==> src/rtl/phy_irq_pkg.sv <==
/*
 * Shared constants and types for the transceiver status and interrupt
 * register block: management register indices, field positions, reset
 * values, frame codes and the status carrier struct.
 * Assumes a 16-bit register file reached by serial management frames.
 */
package phy_irq_pkg;

	// Register indices on the management interface
	localparam logic [4:0] REG_ADV_ADDR    = 5'h14;
	localparam logic [4:0] REG_ADV_DATA    = 5'h15;
	localparam logic [4:0] REG_INDICATIONS = 5'h1b;
	localparam logic [4:0] REG_FLAGS       = 5'h1d;
	localparam logic [4:0] REG_MASK        = 5'h1e;
	localparam logic [4:0] REG_SPECIAL     = 5'h1f;

	// Advanced address port fields
	localparam int ADV_READ_BIT = 15;
	localparam int ADV_CTL_MSB  = 14;
	localparam int ADV_CTL_LSB  = 7;
	localparam int ADV_INDEX_W  = 7;

	// Status field positions
	localparam int POLARITY_BIT = 4;
	localparam int AN_DONE_BIT  = 12;
	localparam int SPEED_MSB    = 4;
	localparam int SPEED_LSB    = 2;

	// Interrupt flag positions
	localparam int FLAG_LO            = 1;
	localparam int FLAG_HI            = 10;
	localparam int FLAG_TX_OVERFLOW   = 10;
	localparam int FLAG_TX_UNDERFLOW  = 9;
	localparam int FLAG_IDLE_ERR      = 8;
	localparam int FLAG_ENERGY        = 7;
	localparam int FLAG_AN_COMPLETE   = 6;
	localparam int FLAG_REMOTE_FAULT  = 5;
	localparam int FLAG_LINK_DOWN     = 4;
	localparam int FLAG_PARTNER_ACK   = 3;
	localparam int FLAG_DETECT_FAULT  = 2;
	localparam int FLAG_PAGE_RECEIVED = 1;

	typedef logic [FLAG_HI:FLAG_LO] flag_vec_t;

	// Values after reset
	localparam logic [15:0] ADV_DATA_RESET  = 16'h0000;
	localparam logic [7:0]  ADV_CTL_RESET   = 8'h00;
	localparam logic [6:0]  ADV_INDEX_RESET = 7'h00;
	localparam flag_vec_t   FLAGS_RESET     = 10'h000;
	localparam flag_vec_t   MASK_RESET      = 10'h000;

	// Management frame
	localparam logic [5:0] PREAMBLE_BITS = 6'h20;
	localparam logic [1:0] OP_READ       = 2'b10;
	localparam logic [1:0] OP_WRITE      = 2'b01;
	localparam logic [5:0] ADDR_LAST     = 6'h09;
	localparam logic [5:0] DATA_LAST     = 6'h0f;

	// Resolved speed and duplex codes
	localparam logic [2:0] SPEED_10_HALF  = 3'b001;
	localparam logic [2:0] SPEED_10_FULL  = 3'b101;
	localparam logic [2:0] SPEED_100_HALF = 3'b010;
	localparam logic [2:0] SPEED_100_FULL = 3'b110;

	typedef enum logic [2:0] {
		st_preamble,
		st_start,
		st_op,
		st_addr,
		st_ta,
		st_read,
		st_write
	} smi_state_t;

	// Event pulses and status levels from the transceiver core
	typedef struct packed {
		logic       tx_overflow;
		logic       tx_underflow;
		logic       idle_err_overflow;
		logic       remote_fault;
		logic       partner_ack;
		logic       detect_fault;
		logic       role_fault;
		logic       page_received;
		logic       energy_present;
		logic       link_up;
		logic       autoneg_done;
		logic       ten_meg_polarity_reversed;
		logic [2:0] resolved_speed_duplex;
	} phy_status_t;

endpackage

==> src/rtl/phy_irq_status_regs.sv <==
/*
 * Status and interrupt registers of the transceiver behind a serial
 * management slave: advanced read window, polarity status, sticky
 * interrupt flags with enables, and the negotiation result.
 * Assumes MDC is well below the core clock (at most about 2.5 MHz)
 * and that advanced register data follows the index combinationally.
 */
// What this block does
// The read data port returns the advanced register last fetched, is read-only and resets to 0.
// The manager fetches by writing the address port with the read bit and index, then reads data.
// Indications bit 4 shows 10 Mbps receive polarity, 1 meaning reversed.
// Flags 10 and 9 latch transmit buffer overflow and underflow until written clear.
// Flag 8 latches an idle error counter overflow until written clear.
// Flag 7 latches a rising edge of the energy present status.
// Flag 6 latches completion of auto-negotiation until written clear.
// Flag 5 latches a detected remote fault until written clear.
// Flag 4 latches the link going down until written clear.
// Flag 3 latches a partner acknowledge until written clear.
// Flag 2 latches a parallel detection fault or a role fault until written clear.
// Flag 1 latches a received page; bits 0 and 15 to 11 read as zero.
// Mask bits 10 to 1 enable their sources when 1 and reset to 0.
// The interrupt output is registered: it goes high one clock after any enabled flag is set and falls one clock after none is.
// Special status bit 12 mirrors negotiation done and reading it clears nothing.
// Special status bits 4 to 2 give the resolved speed and duplex code.
`timescale 1ns/10ps
`default_nettype none

module phy_irq_status_regs
	import phy_irq_pkg::*;
(
	input  wire logic        clock_i,
	input  wire logic        rst_n_i,
	input  wire logic        mdc_i,
	input  wire logic        mdio_i,
	output logic             mdio_o,
	output logic             mdio_oe_o,
	input  wire logic [4:0]  phy_addr_i,
	input  wire phy_status_t status_i,
	output logic [6:0]       adv_index_o,
	input  wire logic [15:0] adv_data_i,
	output logic             irq_o
);

	typedef struct packed {
		smi_state_t  fsm;
		logic [5:0]  cnt;
		logic [15:0] shift;
		logic        is_read;
		logic [4:0]  reg_addr;
		logic        mdc_prev;
		logic        mdio_out;
		logic        mdio_oe;
		logic [7:0]  adv_ctl;
		logic [6:0]  adv_index;
		logic        adv_pending;
		logic [15:0] adv_data;
		flag_vec_t   mask;
		logic        prev_energy;
		logic        prev_link;
		logic        prev_an;
		logic        irq;
	} regs_state_t;

	regs_state_t state;
	regs_state_t next_state;

	logic [6:0]  sync_q;
	logic        mdc_s;
	logic        mdio_s;
	logic [4:0]  phy_addr_s;
	logic        mdc_rise;
	logic [15:0] write_data;
	logic        write_commit;
	logic [9:0]  addr_bits;
	logic        addr_done;
	logic        addr_match;
	logic        load_read;
	flag_vec_t   flags;
	flag_vec_t   set_vec;
	flag_vec_t   clear_vec;
	flag_vec_t   write_field;
	logic [15:0] read_word;

	// Pins come from the manager's domain
	bit_sync #(
		.WIDTH(7)
	) u_sync (
		.clock_i(clock_i),
		.rst_n_i(rst_n_i),
		.d_i    ({phy_addr_i, mdio_i, mdc_i}),
		.q_o    (sync_q)
	);

	assign mdc_s      = sync_q[0];
	assign mdio_s     = sync_q[1];
	assign phy_addr_s = sync_q[6:2];

	// Frame decode helpers, all off the synchronised copies
	assign mdc_rise     = mdc_s & ~state.mdc_prev;
	assign write_data   = {state.shift[14:0], mdio_s};
	assign write_commit = (state.fsm == st_write) && mdc_rise && (state.cnt == DATA_LAST);
	assign addr_bits    = {state.shift[8:0], mdio_s};
	assign addr_done    = (state.fsm == st_addr) && mdc_rise && (state.cnt == ADDR_LAST);
	assign addr_match   = (addr_bits[9:5] == phy_addr_s);
	assign load_read    = addr_done && addr_match && state.is_read;
	assign write_field  = write_data[FLAG_HI:FLAG_LO];

	// Event sources into the sticky flags
	always_comb begin
		set_vec                     = '0;
		set_vec[FLAG_TX_OVERFLOW]   = status_i.tx_overflow;
		set_vec[FLAG_TX_UNDERFLOW]  = status_i.tx_underflow;
		set_vec[FLAG_IDLE_ERR]      = status_i.idle_err_overflow;
		set_vec[FLAG_ENERGY]        = status_i.energy_present & ~state.prev_energy;
		set_vec[FLAG_AN_COMPLETE]   = status_i.autoneg_done & ~state.prev_an;
		set_vec[FLAG_REMOTE_FAULT]  = status_i.remote_fault;
		set_vec[FLAG_LINK_DOWN]     = ~status_i.link_up & state.prev_link;
		set_vec[FLAG_PARTNER_ACK]   = status_i.partner_ack;
		set_vec[FLAG_DETECT_FAULT]  = status_i.detect_fault | status_i.role_fault;
		set_vec[FLAG_PAGE_RECEIVED] = status_i.page_received;
	end

	// Write of ones to the flag register clears those flags
	always_comb begin
		clear_vec = '0;
		if (write_commit && (state.reg_addr == REG_FLAGS)) begin
			clear_vec = write_field;
		end
	end

	flag_latch u_flags (
		.clock_i(clock_i),
		.rst_n_i(rst_n_i),
		.set_i  (set_vec),
		.clear_i(clear_vec),
		.flags_o(flags)
	);

	// Word returned by a read, chosen as the register address completes
	always_comb begin
		read_word = 16'h0000;
		case (addr_bits[4:0])
			REG_ADV_ADDR: begin
				// Read bit is self-clearing, so it always reads 0
				read_word[ADV_CTL_MSB:ADV_CTL_LSB] = state.adv_ctl;
				read_word[ADV_INDEX_W-1:0]         = state.adv_index;
			end
			REG_ADV_DATA: begin
				read_word = state.adv_data;
			end
			REG_INDICATIONS: begin
				read_word[POLARITY_BIT] = status_i.ten_meg_polarity_reversed;
			end
			REG_FLAGS: begin
				read_word[FLAG_HI:FLAG_LO] = flags;
			end
			REG_MASK: begin
				read_word[FLAG_HI:FLAG_LO] = state.mask;
			end
			REG_SPECIAL: begin
				// Plain level copy, so this read clears nothing
				read_word[AN_DONE_BIT]         = status_i.autoneg_done;
				read_word[SPEED_MSB:SPEED_LSB] = status_i.resolved_speed_duplex;
			end
			default: begin
				read_word = 16'h0000;
			end
		endcase
	end

	// Frame walker; it moves only on a synchronised MDC rise
	always_comb begin
		next_state             = state;
		next_state.mdc_prev    = mdc_s;
		next_state.prev_energy = status_i.energy_present;
		next_state.prev_link   = status_i.link_up;
		next_state.prev_an     = status_i.autoneg_done;
		next_state.adv_pending = 1'b0;
		next_state.irq         = |(flags & state.mask);
		// Fetch lands one cycle after the index, once the core has settled
		if (state.adv_pending) begin
			next_state.adv_data = adv_data_i;
		end
		if (mdc_rise) begin
			case (state.fsm)
				st_preamble: begin
					if (mdio_s) begin
						// Saturate so a long idle line still counts as preamble
						if (state.cnt != PREAMBLE_BITS) begin
							next_state.cnt = 6'(state.cnt + 6'h01);
						end
					end else if (state.cnt == PREAMBLE_BITS) begin
						next_state.fsm = st_start;
						next_state.cnt = 6'h00;
					end else begin
						next_state.cnt = 6'h00;
					end
				end
				st_start: begin
					next_state.cnt = 6'h00;
					if (mdio_s) begin
						next_state.fsm = st_op;
					end else begin
						next_state.fsm = st_preamble;
					end
				end
				st_op: begin
					next_state.shift = {state.shift[14:0], mdio_s};
					if (state.cnt == 6'h00) begin
						next_state.cnt = 6'h01;
					end else if ({state.shift[0], mdio_s} == OP_READ) begin
						next_state.is_read = 1'b1;
						next_state.fsm     = st_addr;
						next_state.cnt     = 6'h00;
					end else if ({state.shift[0], mdio_s} == OP_WRITE) begin
						next_state.is_read = 1'b0;
						next_state.fsm     = st_addr;
						next_state.cnt     = 6'h00;
					end else begin
						// Unknown opcode: drop the frame and wait for preamble
						next_state.fsm = st_preamble;
						next_state.cnt = 6'h00;
					end
				end
				st_addr: begin
					next_state.shift = {state.shift[14:0], mdio_s};
					next_state.cnt   = 6'(state.cnt + 6'h01);
					if (addr_done) begin
						next_state.cnt = 6'h00;
						if (addr_match) begin
							next_state.fsm      = st_ta;
							next_state.reg_addr = addr_bits[4:0];
						end else begin
							// Frame for another station: stay off the line
							next_state.fsm = st_preamble;
						end
						if (load_read) begin
							next_state.shift = read_word;
						end
					end
				end
				st_ta: begin
					if (state.cnt == 6'h00) begin
						next_state.cnt = 6'h01;
						if (state.is_read) begin
							next_state.mdio_out = 1'b0;
							next_state.mdio_oe  = 1'b1;
						end
					end else if (state.is_read) begin
						next_state.cnt      = 6'h00;
						next_state.fsm      = st_read;
						next_state.mdio_out = state.shift[15];
						next_state.shift    = {state.shift[14:0], 1'b0};
					end else begin
						next_state.cnt = 6'h00;
						next_state.fsm = st_write;
					end
				end
				st_read: begin
					if (state.cnt == DATA_LAST) begin
						next_state.fsm     = st_preamble;
						next_state.cnt     = 6'h00;
						next_state.mdio_oe = 1'b0;
					end else begin
						next_state.cnt      = 6'(state.cnt + 6'h01);
						next_state.mdio_out = state.shift[15];
						next_state.shift    = {state.shift[14:0], 1'b0};
					end
				end
				st_write: begin
					next_state.shift = write_data;
					next_state.cnt   = 6'(state.cnt + 6'h01);
					if (write_commit) begin
						next_state.fsm = st_preamble;
						next_state.cnt = 6'h00;
					end
				end
				default: begin
					next_state.fsm     = st_preamble;
					next_state.cnt     = 6'h00;
					next_state.mdio_oe = 1'b0;
				end
			endcase
		end
		// Register updates at the last data bit of a write frame
		if (write_commit) begin
			case (state.reg_addr)
				REG_ADV_ADDR: begin
					next_state.adv_ctl = write_data[ADV_CTL_MSB:ADV_CTL_LSB];
					// Index only moves with the read bit, keeping the last fetch
					if (write_data[ADV_READ_BIT]) begin
						next_state.adv_index   = write_data[ADV_INDEX_W-1:0];
						next_state.adv_pending = 1'b1;
					end
				end
				REG_MASK: begin
					next_state.mask = write_field;
				end
				default: begin
					next_state.adv_ctl = state.adv_ctl;
				end
			endcase
		end
	end

	// Reset loads constants only
	always_ff @(posedge clock_i or negedge rst_n_i) begin
		if (!rst_n_i) begin
			state.fsm         <= st_preamble;
			state.cnt         <= 6'h00;
			state.shift       <= 16'h0000;
			state.is_read     <= 1'b0;
			state.reg_addr    <= 5'h00;
			state.mdc_prev    <= 1'b0;
			state.mdio_out    <= 1'b1;
			state.mdio_oe     <= 1'b0;
			state.adv_ctl     <= ADV_CTL_RESET;
			state.adv_index   <= ADV_INDEX_RESET;
			state.adv_pending <= 1'b0;
			state.adv_data    <= ADV_DATA_RESET;
			state.mask        <= MASK_RESET;
			state.prev_energy <= 1'b0;
			state.prev_link   <= 1'b0;
			state.prev_an     <= 1'b0;
			state.irq         <= 1'b0;
		end else begin
			state <= next_state;
		end
	end

	// Pin and port outputs straight from flops
	assign mdio_o      = state.mdio_out;
	assign mdio_oe_o   = state.mdio_oe;
	assign adv_index_o = state.adv_index;
	assign irq_o       = state.irq;

	// Register side checks
	a_irq_on_enabled: assert property (@(posedge clock_i) disable iff (!rst_n_i)
		(|(flags & state.mask)) |=> irq_o)
		else $error("interrupt low with an enabled flag set");
	a_irq_off_masked: assert property (@(posedge clock_i) disable iff (!rst_n_i)
		(!(|(flags & state.mask))) |=> !irq_o)
		else $error("interrupt high with no enabled flag");
	a_fetch_latch: assert property (@(posedge clock_i) disable iff (!rst_n_i)
		state.adv_pending |=> (state.adv_data == $past(adv_data_i)))
		else $error("advanced data not latched after a fetch");
	a_data_port_hold: assert property (@(posedge clock_i) disable iff (!rst_n_i)
		(!state.adv_pending) |=> $stable(state.adv_data))
		else $error("advanced data changed without a fetch");
	a_mask_write: assert property (@(posedge clock_i) disable iff (!rst_n_i)
		(write_commit && (state.reg_addr == REG_MASK)) |=> (state.mask == $past(write_field)))
		else $error("mask write did not land");
	a_flag_read_word: assert property (@(posedge clock_i) disable iff (!rst_n_i)
		(load_read && (addr_bits[4:0] == REG_FLAGS)) |=> (state.shift == {5'h00, $past(flags), 1'b0}))
		else $error("flag read word wrong or reserved bits set");
	a_line_released: assert property (@(posedge clock_i) disable iff (!rst_n_i)
		((state.fsm != st_ta) && (state.fsm != st_read)) |-> !mdio_oe_o)
		else $error("data line driven outside a read");
	// Main scenarios
	c_read_frame: cover property (@(posedge clock_i) disable iff (!rst_n_i) load_read);
	c_flag_clear: cover property (@(posedge clock_i) disable iff (!rst_n_i) (|clear_vec));
	c_irq_rise: cover property (@(posedge clock_i) disable iff (!rst_n_i) $rose(irq_o));

endmodule

`default_nettype wire

==> src/rtl/bit_sync.sv <==
/*
 * Two-stage synchroniser for a group of independent level inputs.
 * Assumes each bit is a slow level; multi-bit groups are not coherent.
 */
`timescale 1ns/10ps
`default_nettype none

module bit_sync #(
	parameter int WIDTH = 1
) (
	input  wire logic             clock_i,
	input  wire logic             rst_n_i,
	input  wire logic [WIDTH-1:0] d_i,
	output logic      [WIDTH-1:0] q_o
);

	logic [1:0][WIDTH-1:0] stage;
	logic [1:0][WIDTH-1:0] next_stage;

	// First stage feeds only the second
	always_comb begin
		next_stage[0] = d_i;
		next_stage[1] = stage[0];
	end

	always_ff @(posedge clock_i or negedge rst_n_i) begin
		if (!rst_n_i) begin
			stage <= '0;
		end else begin
			stage <= next_stage;
		end
	end

	assign q_o = stage[1];

endmodule

`default_nettype wire

==> src/rtl/flag_latch.sv <==
/*
 * Sticky interrupt source flags, one per source, set by event pulses
 * and cleared per bit by a clear vector.
 * Assumes set and clear arrive on the same clock as this block.
 */
`timescale 1ns/10ps
`default_nettype none

module flag_latch
	import phy_irq_pkg::*;
(
	input  wire logic      clock_i,
	input  wire logic      rst_n_i,
	input  wire flag_vec_t set_i,
	input  wire flag_vec_t clear_i,
	output flag_vec_t      flags_o
);

	typedef struct packed {
		flag_vec_t flags;
	} latch_state_t;

	latch_state_t state;
	latch_state_t next_state;
	flag_vec_t    next_flags;
	flag_vec_t    keep;

	// Set beats clear so an event in the clearing cycle survives
	for (genvar i = FLAG_LO; i <= FLAG_HI; i++) begin : g_flag
		assign keep[i]       = state.flags[i] & ~clear_i[i];
		assign next_flags[i] = set_i[i] | keep[i];
	end

	always_comb begin
		next_state.flags = next_flags;
	end

	always_ff @(posedge clock_i or negedge rst_n_i) begin
		if (!rst_n_i) begin
			state.flags <= FLAGS_RESET;
		end else begin
			state <= next_state;
		end
	end

	assign flags_o = state.flags;

	// Every event lands, and nothing falls without its clear
	a_set_lands: assert property (@(posedge clock_i) disable iff (!rst_n_i)
		(|set_i) |=> ((flags_o & $past(set_i)) == $past(set_i)))
		else $error("flag missed its set event");
	a_flag_sticky: assert property (@(posedge clock_i) disable iff (!rst_n_i)
		(|keep) |=> ((flags_o & $past(keep)) == $past(keep)))
		else $error("flag dropped without a clear");

endmodule

`default_nettype wire

==> config.mk <==
export PLATFORM = sky130hd
export DESIGN_NAME = phy_irq_status_regs
export DESIGN_NICKNAME = d
export VERILOG_FILES = /design/src/rtl/phy_irq_pkg.sv /design/src/rtl/phy_irq_status_regs.sv /design/src/rtl/bit_sync.sv /design/src/rtl/flag_latch.sv
export SDC_FILE = /design/constraint.sdc
export NUM_CORES = 1
export LEC_CHECK = 0
export ABC_AREA = 1
export BUFFER_PORTS_ARGS = -buffer_cell sky130_fd_sc_hd__buf_2
export CORE_MARGIN = 2
export CORE_UTILIZATION = 40
export DETAILED_ROUTE_END_ITERATION = 16
export GPL_ROUTABILITY_DRIVEN = 0
export MAX_ROUTING_LAYER = met4
export PLACE_DENSITY = 0.56
export SLEW_MARGIN = 5
export SYNTH_ARGS = -nofsm -noshare
export SYNTH_HDL_FRONTEND = slang
export SYNTH_SLANG_ARGS = --single-unit
==> constraint.sdc <==
create_clock -name clock_i -period 2.55 [get_ports clock_i]
set_input_delay 0.255 -clock clock_i [delete_from_list [all_inputs] [get_ports clock_i]]
set_output_delay 0.255 -clock clock_i [all_outputs]
set_load 0.02 [all_outputs]
# Word-level counts from Yosys, hierarchy flattened
# Index checks and enable logic that the tools add are counted.
[totals]
register_bits = 104
inputBits = 40
out_inout_bits = 10
word_cells = 167
[classes]
addsub = 1
n_eq_ne = 33
n_mux = 46
bitwise_logic = 42
n_reduce_logical = 25
[ops]
columns = ["operator", "n"]
rows = [
  ["two-way mux 16 bit", 4],
  ["one-hot mux 16 bit (4 select lines)", 1],
  ["one-hot mux 9 bit (7 select lines)", 1],
  ["== test 5 bit (second input constant)", 9],
  ["two-way mux 6 bit", 5],
  ["two-way mux 25 bit", 1],
  ["one-hot mux 6 bit (4 select lines)", 1],
  ["!= test 2 bit (second input constant)", 10],
  ["two-way mux 3 bit", 6],
  ["two-way mux 9 bit", 2],
  ["two-way mux 8 bit", 2],
  ["NOT 1 bit", 16],
  ["AND 1 bit", 14],
  ["== test 6 x 4 -> 1 bit (second input constant)", 2],
  ["AND reduction 4 bit", 3],
  ["two-way mux 1 bit", 11],
  ["bitwise OR 1 bit", 11],
  ["AND 10 bit", 1],
  ["two-way mux 10 bit", 1],
  ["one-hot mux 2 bit (5 select lines)", 1],
  ["AND reduction 5 bit", 2],
  ["OR reduction 10 bit", 1],
  ["== test 3 bit (second input constant)", 3],
  ["AND reduction 8 bit", 1],
  ["other kinds (24)", 38],
]

# Longest topological paths before layout
[logic_depth]
word_depth = 9
depth_mapped = 12
ltp_nobuf = 11

# Hierarchy
# A second synthesis with hierarchy kept.
[hier_totals]
cells_unflattened = 673
hier_area_um2 = 5351.4
[by_module_without_submodules]
columns = ["mod", "n_inst", "cells_per_inst", "area_each_um2", "seq_area_each_um2"]
rows = [
  ["phy_irq_status_regs", 1, 609, 4600.7, 2003.2],
  ["flag_latch", 1, 50, 400.4, 250.2],
  ["bit_sync", 1, 14, 350.3, 350.3],
]

# Worst setup path after synthesis
# Ideal clock, no wire load.
[synth_timing]
path_kind = "register -> register"
start = "reg state[72] in the netlist's numbering"
end = "reg state[66] in the netlist's numbering"
setup_time_ps = 124
arrival_ps = 1503
required_time_ps = 2426
slack_ps = 923
path_stages_with_launch = 11
n_path_buf = 1
period_less_slack_ps = 1627
cell_sequence = "dfrtp_1 > inv_1 > ha_1 > nand3_1 > nor2_1 > nand2_1 > nor2_4 > nand3_4 > buf_4 > o211ai_1 > nand2_1"
[synth_between]
elab_chain_cells = 7
word_cells_on_any_way = 12
classes_between = "eq/ne: 4; mux: 3; reduce/logical: 5"
[synth_rtl]
columns = ["element", "line", "text"]
rows = [
  ["start, declared", "phy_irq_status_regs.sv:64", "regs_state_t state;"],
  ["start signal, assigned", "phy_irq_status_regs.sv:327", "state <= next_state;"],
  ["== test 6 x 4 -> 1 bit", "phy_irq_status_regs.sv:103", "assign addr_done = (state.fsm == st_addr) && mdc_rise && (state.cnt == ADDR_LAST);"],
  ["logical AND 1 bit", "phy_irq_status_regs.sv:103", ""],
  ["logical AND 1 bit (2 in a row)", "phy_irq_status_regs.sv:105", "assign load_read = addr_done && addr_match && state.is_read;"],
  ["two-way mux 16 bit", "phy_irq_status_regs.sv:237", "if (load_read) begin"],
  ["two-way mux 25 bit", "phy_irq_status_regs.sv:228", "if (addr_done) begin"],
  ["one-hot mux 16 bit (4 select lines)", "phy_irq_status_regs.sv:185", "case (state.fsm)"],
]
# Several ways; a longest one is shown, not always the timed one. The select of a mux whose other input is x is not followed.
# A chain may end at the register's enable or synchronous reset.

# Final worst setup path
[layout_timing]
start = "reg state[71] in the netlist's numbering"
end = "reg state (netlist bit addr_bits[2])"
# Same word-level chain as after synthesis.

==> results.md <==
- Post-Synth Simple-Gate Area: 0.231
- Place WS: a little under 600 ps
- Routed len/inst: between 10 and 15 um
- Largest net degree at the start of global routing: 50
- Count of warnings emitted by yosys: 0
- Cts repair resizes: 0
- R2R setup slack: roughly 560 ps
- Largest family of logic cells by synthesized area: simple AND/OR/NAND/NOR gates
- M2 GR Usage: 0.310
- Post-synth EDFFs: 0
- Synth Instances: just over 600
- Vias per Instance: roughly 5
- Total Power: 0.00312 W
- Number of H-tree levels: 3
- Area Growth Syn to Fin: 15.1%
- Final wirelength: ~12000 um
- Synth area leaders: dfrtp_1 51%, nand2_1 12%, o21ai_0 8.5%
- Worst Setup EP: addr_bits[2]
- Mapped cell area: between 5000 and 6000 um^2
- Synth top area share: 0.515
- Fraction of registers with async set/reset: 1.00
- Post-synthesis compound-gate area fraction: 0.129
- Synth top cells by count: 166 x nand2_1, 103 x dfrtp_1, 85 x o21ai_0, 84 x inv_1, 40 x nor2_1
- Reg2Reg Capture Point: addr_bits[2]
- Worst Setup SP: state[71]
- Clk_skew: ~7.7 ps
- Core area: 12100 um^2
- Syn_area_per_cell: 8.12 um^2
- Routed Antenna Nets: 0
- Die area: around 13000 um^2
- Reg2reg path depth: 10
- Slew Viols, Final: 0
- RR Startpoint: state[71]
- Num ports: 50
- Crit path DAT: ~2300 ps
- Final min period: ~2000 ps
- Mux contribution to synthesized area: 0.00225
- Final hold slack: 28.3 ps
- Largest area contributor in the netlist: dfrtp_1
- Endpoints failing setup: 0
- Post-synthesis xor/xnor area fraction: 0.00700
- Port buffer count: between 40 and 50
- Run status: finished clean
- Setup bufs post-CTS: 0
- Kind of end point of the critical path: flip-flop
- Clock-pin slew on the worst setup and hold paths: roughly 60 ps
- Unique masters post-synth: 38
- Leak Pwr: roughly 2.8 nW
- Initial Util: 0.413
- Flops & latches, synth: 104
- GRT Overall Usage: 0.209
- Rows: 40
- GRT met1 Usage: 0.279
- Power density over the cells: roughly 540 nW/um^2
- Cts bufs inserted: 9
- CTS sink cnt: approximately 100
- Global route overflow: 0
- GR peak layer: met2
- Die H: around 120 um
- Skew-Pair Late Insertion Delay: about 350 ps
- Worst min-delay path class: primary input to flip-flop
- Syn nets: about 660
- Max-slew headroom: 0.516
- Vias: around 4100
- Adder-cell share of the synthesized area: 0.0175
- Tcrit/Tclk final: 0.779
- Die Width: approximately 120 um
- First-pass GRT wire length: around 21000 um
- Post-synthesis sequential area ratio: 0.520
- RSZ-0062 raised after global routing: false
- Initial antenna violation count: 0
- Setup TNS: 0 ps
- CP Class: flip-flop to flip-flop
- Layout cells sized above 1: 0.136
- Most used flip-flop cell after synthesis: dfrtp_1
- Hold Vio Cnt, Final: 0
- Clock buffer depth: 2
- Initial DRC Count: around 350
- Final worst slack: 562 ps
- Max IR drop VDD: 0.461 mV
- DRT Pass-1 Iters: 5
- Final net count: slightly above 700
- Met3 Resource Use GR: 0.0601
- Max capacitance violation total: 0
- CP required: 2820 ps
- Dpl hpwl: between 8000 and 9000 um
- Vias in the first global route: just over 4000
- # diodes: 0
- FMAX: roughly 500 MHz
- Top-count cell post-synth: nand2_1
- DRC Markers: 0
- Root Driver: clkbuf_16
- CP max FO: 18
- Startpoint Class: flip-flop
- TritonCTS clock tree: yes
- Tightest Pin Transition: between 700 and 800 ps
cell families (layout without fill, tap and decap cells):
| kind of cell | count (synthesis) | count (layout) |
|---|---|---|
| AO/OA/AOI/OAI | 121 | 121 |
| XOR/XNOR | 4 | 4 |
| adder cells (fa/ha/maj) | 7 | 7 |
| buffers and inverters | 111 | 171 |
| flip-flops | 104 | 104 |
| multiplexers | 1 | 1 |
| AND/OR/NAND/NOR | 269 | 269 |
power breakdown:
part,total (W),switching [W],leakage [nW],internal (W)
Combinational,0.000156,0.0000950,1.45,0.0000615
Sequential,0.00169,0.0000152,1.25,0.00167
Clock,0.00127,0.000584,0.126,0.000688
Total,0.00312,0.000694,2.83,0.00242
worst min path at each step:
stage             startpoint                    end  slack (ps)  cells past startpoint
2_1_floorplan        rst_n_i           addr_bits[1]         -40                      0
4_1_cts        phy_addr_i[4]  u_sync.next_stage[13]           1                      1
3_5_place_dp         rst_n_i  u_sync.next_stage[10]         330                      1
3_3_place_gp         rst_n_i   u_sync.next_stage[7]         330                      1
6_report         status_i[6]               state[3]          30                      1
5_1_grt          status_i[6]               state[3]           5                      1
cells in the final DEF (no fill, tap or decap), drive strengths merged, types with 7 or more instances in the layout:
master and count:
nor2 47, nor3 10, dfrtp 103, a21oi 10, clkbuf 13, inv 90
o21ai 96, buf 57, nand2 166, dlygate4sd3 8, nand3 29, ha 7
nand4 10
area by class of cell:
class,instances,area (um^2)
clock buffer,13,250
timing repair buffer,65,400
fill,1217,6350
multi-input combinational,402,1940
clock inverter,3,20.0
inverter,90,338
sequential,104,2600
tap,168,210
timing repair:
action                                  in CTS  in global routing
hold endpoints to repair                    52                  1
hold buffers                                 7                  1
endpoints found under the setup margin       0                  0
flip-flops by register name (all words and copies together) (netlist names):
signal and cells:
u_sync.next_stage 7, addr_bits 9, mdio_o 1, adv_index_o 7
state 61, u_flags.flags_o 10, u_sync.q_o 7, mdio_oe_o 1
irq_o 1
stage by stage:
step | util | cell area [um^2] | std cells
floorplan | - | 5010 | 617
global placement | 0.447 | 5410 | 821
detailed placement | 0.447 | 5410 | 821
CTS | 0.475 | 5750 | 844
global route | 0.476 | 5760 | 845
finish | 0.476 | 5760 | 845
metal layers:
layer	wire (um)	share of wire
met5	0	0
met4	153	0.013
met3	711	0.058
met2	5660	0.46
met1	5700	0.47
critical path, cell delays in order (launching register included):
cell,delay (ps)
dfrtp_1,420
ha_1,240
nand3_1,110
inv_1,80
nand2_1,90
nor2_1,60
nor2_2,140
inv_2,70
nor2_4,410
nand2_1,150
o21ai_1,150
Power figures use the tool's default switching activity.
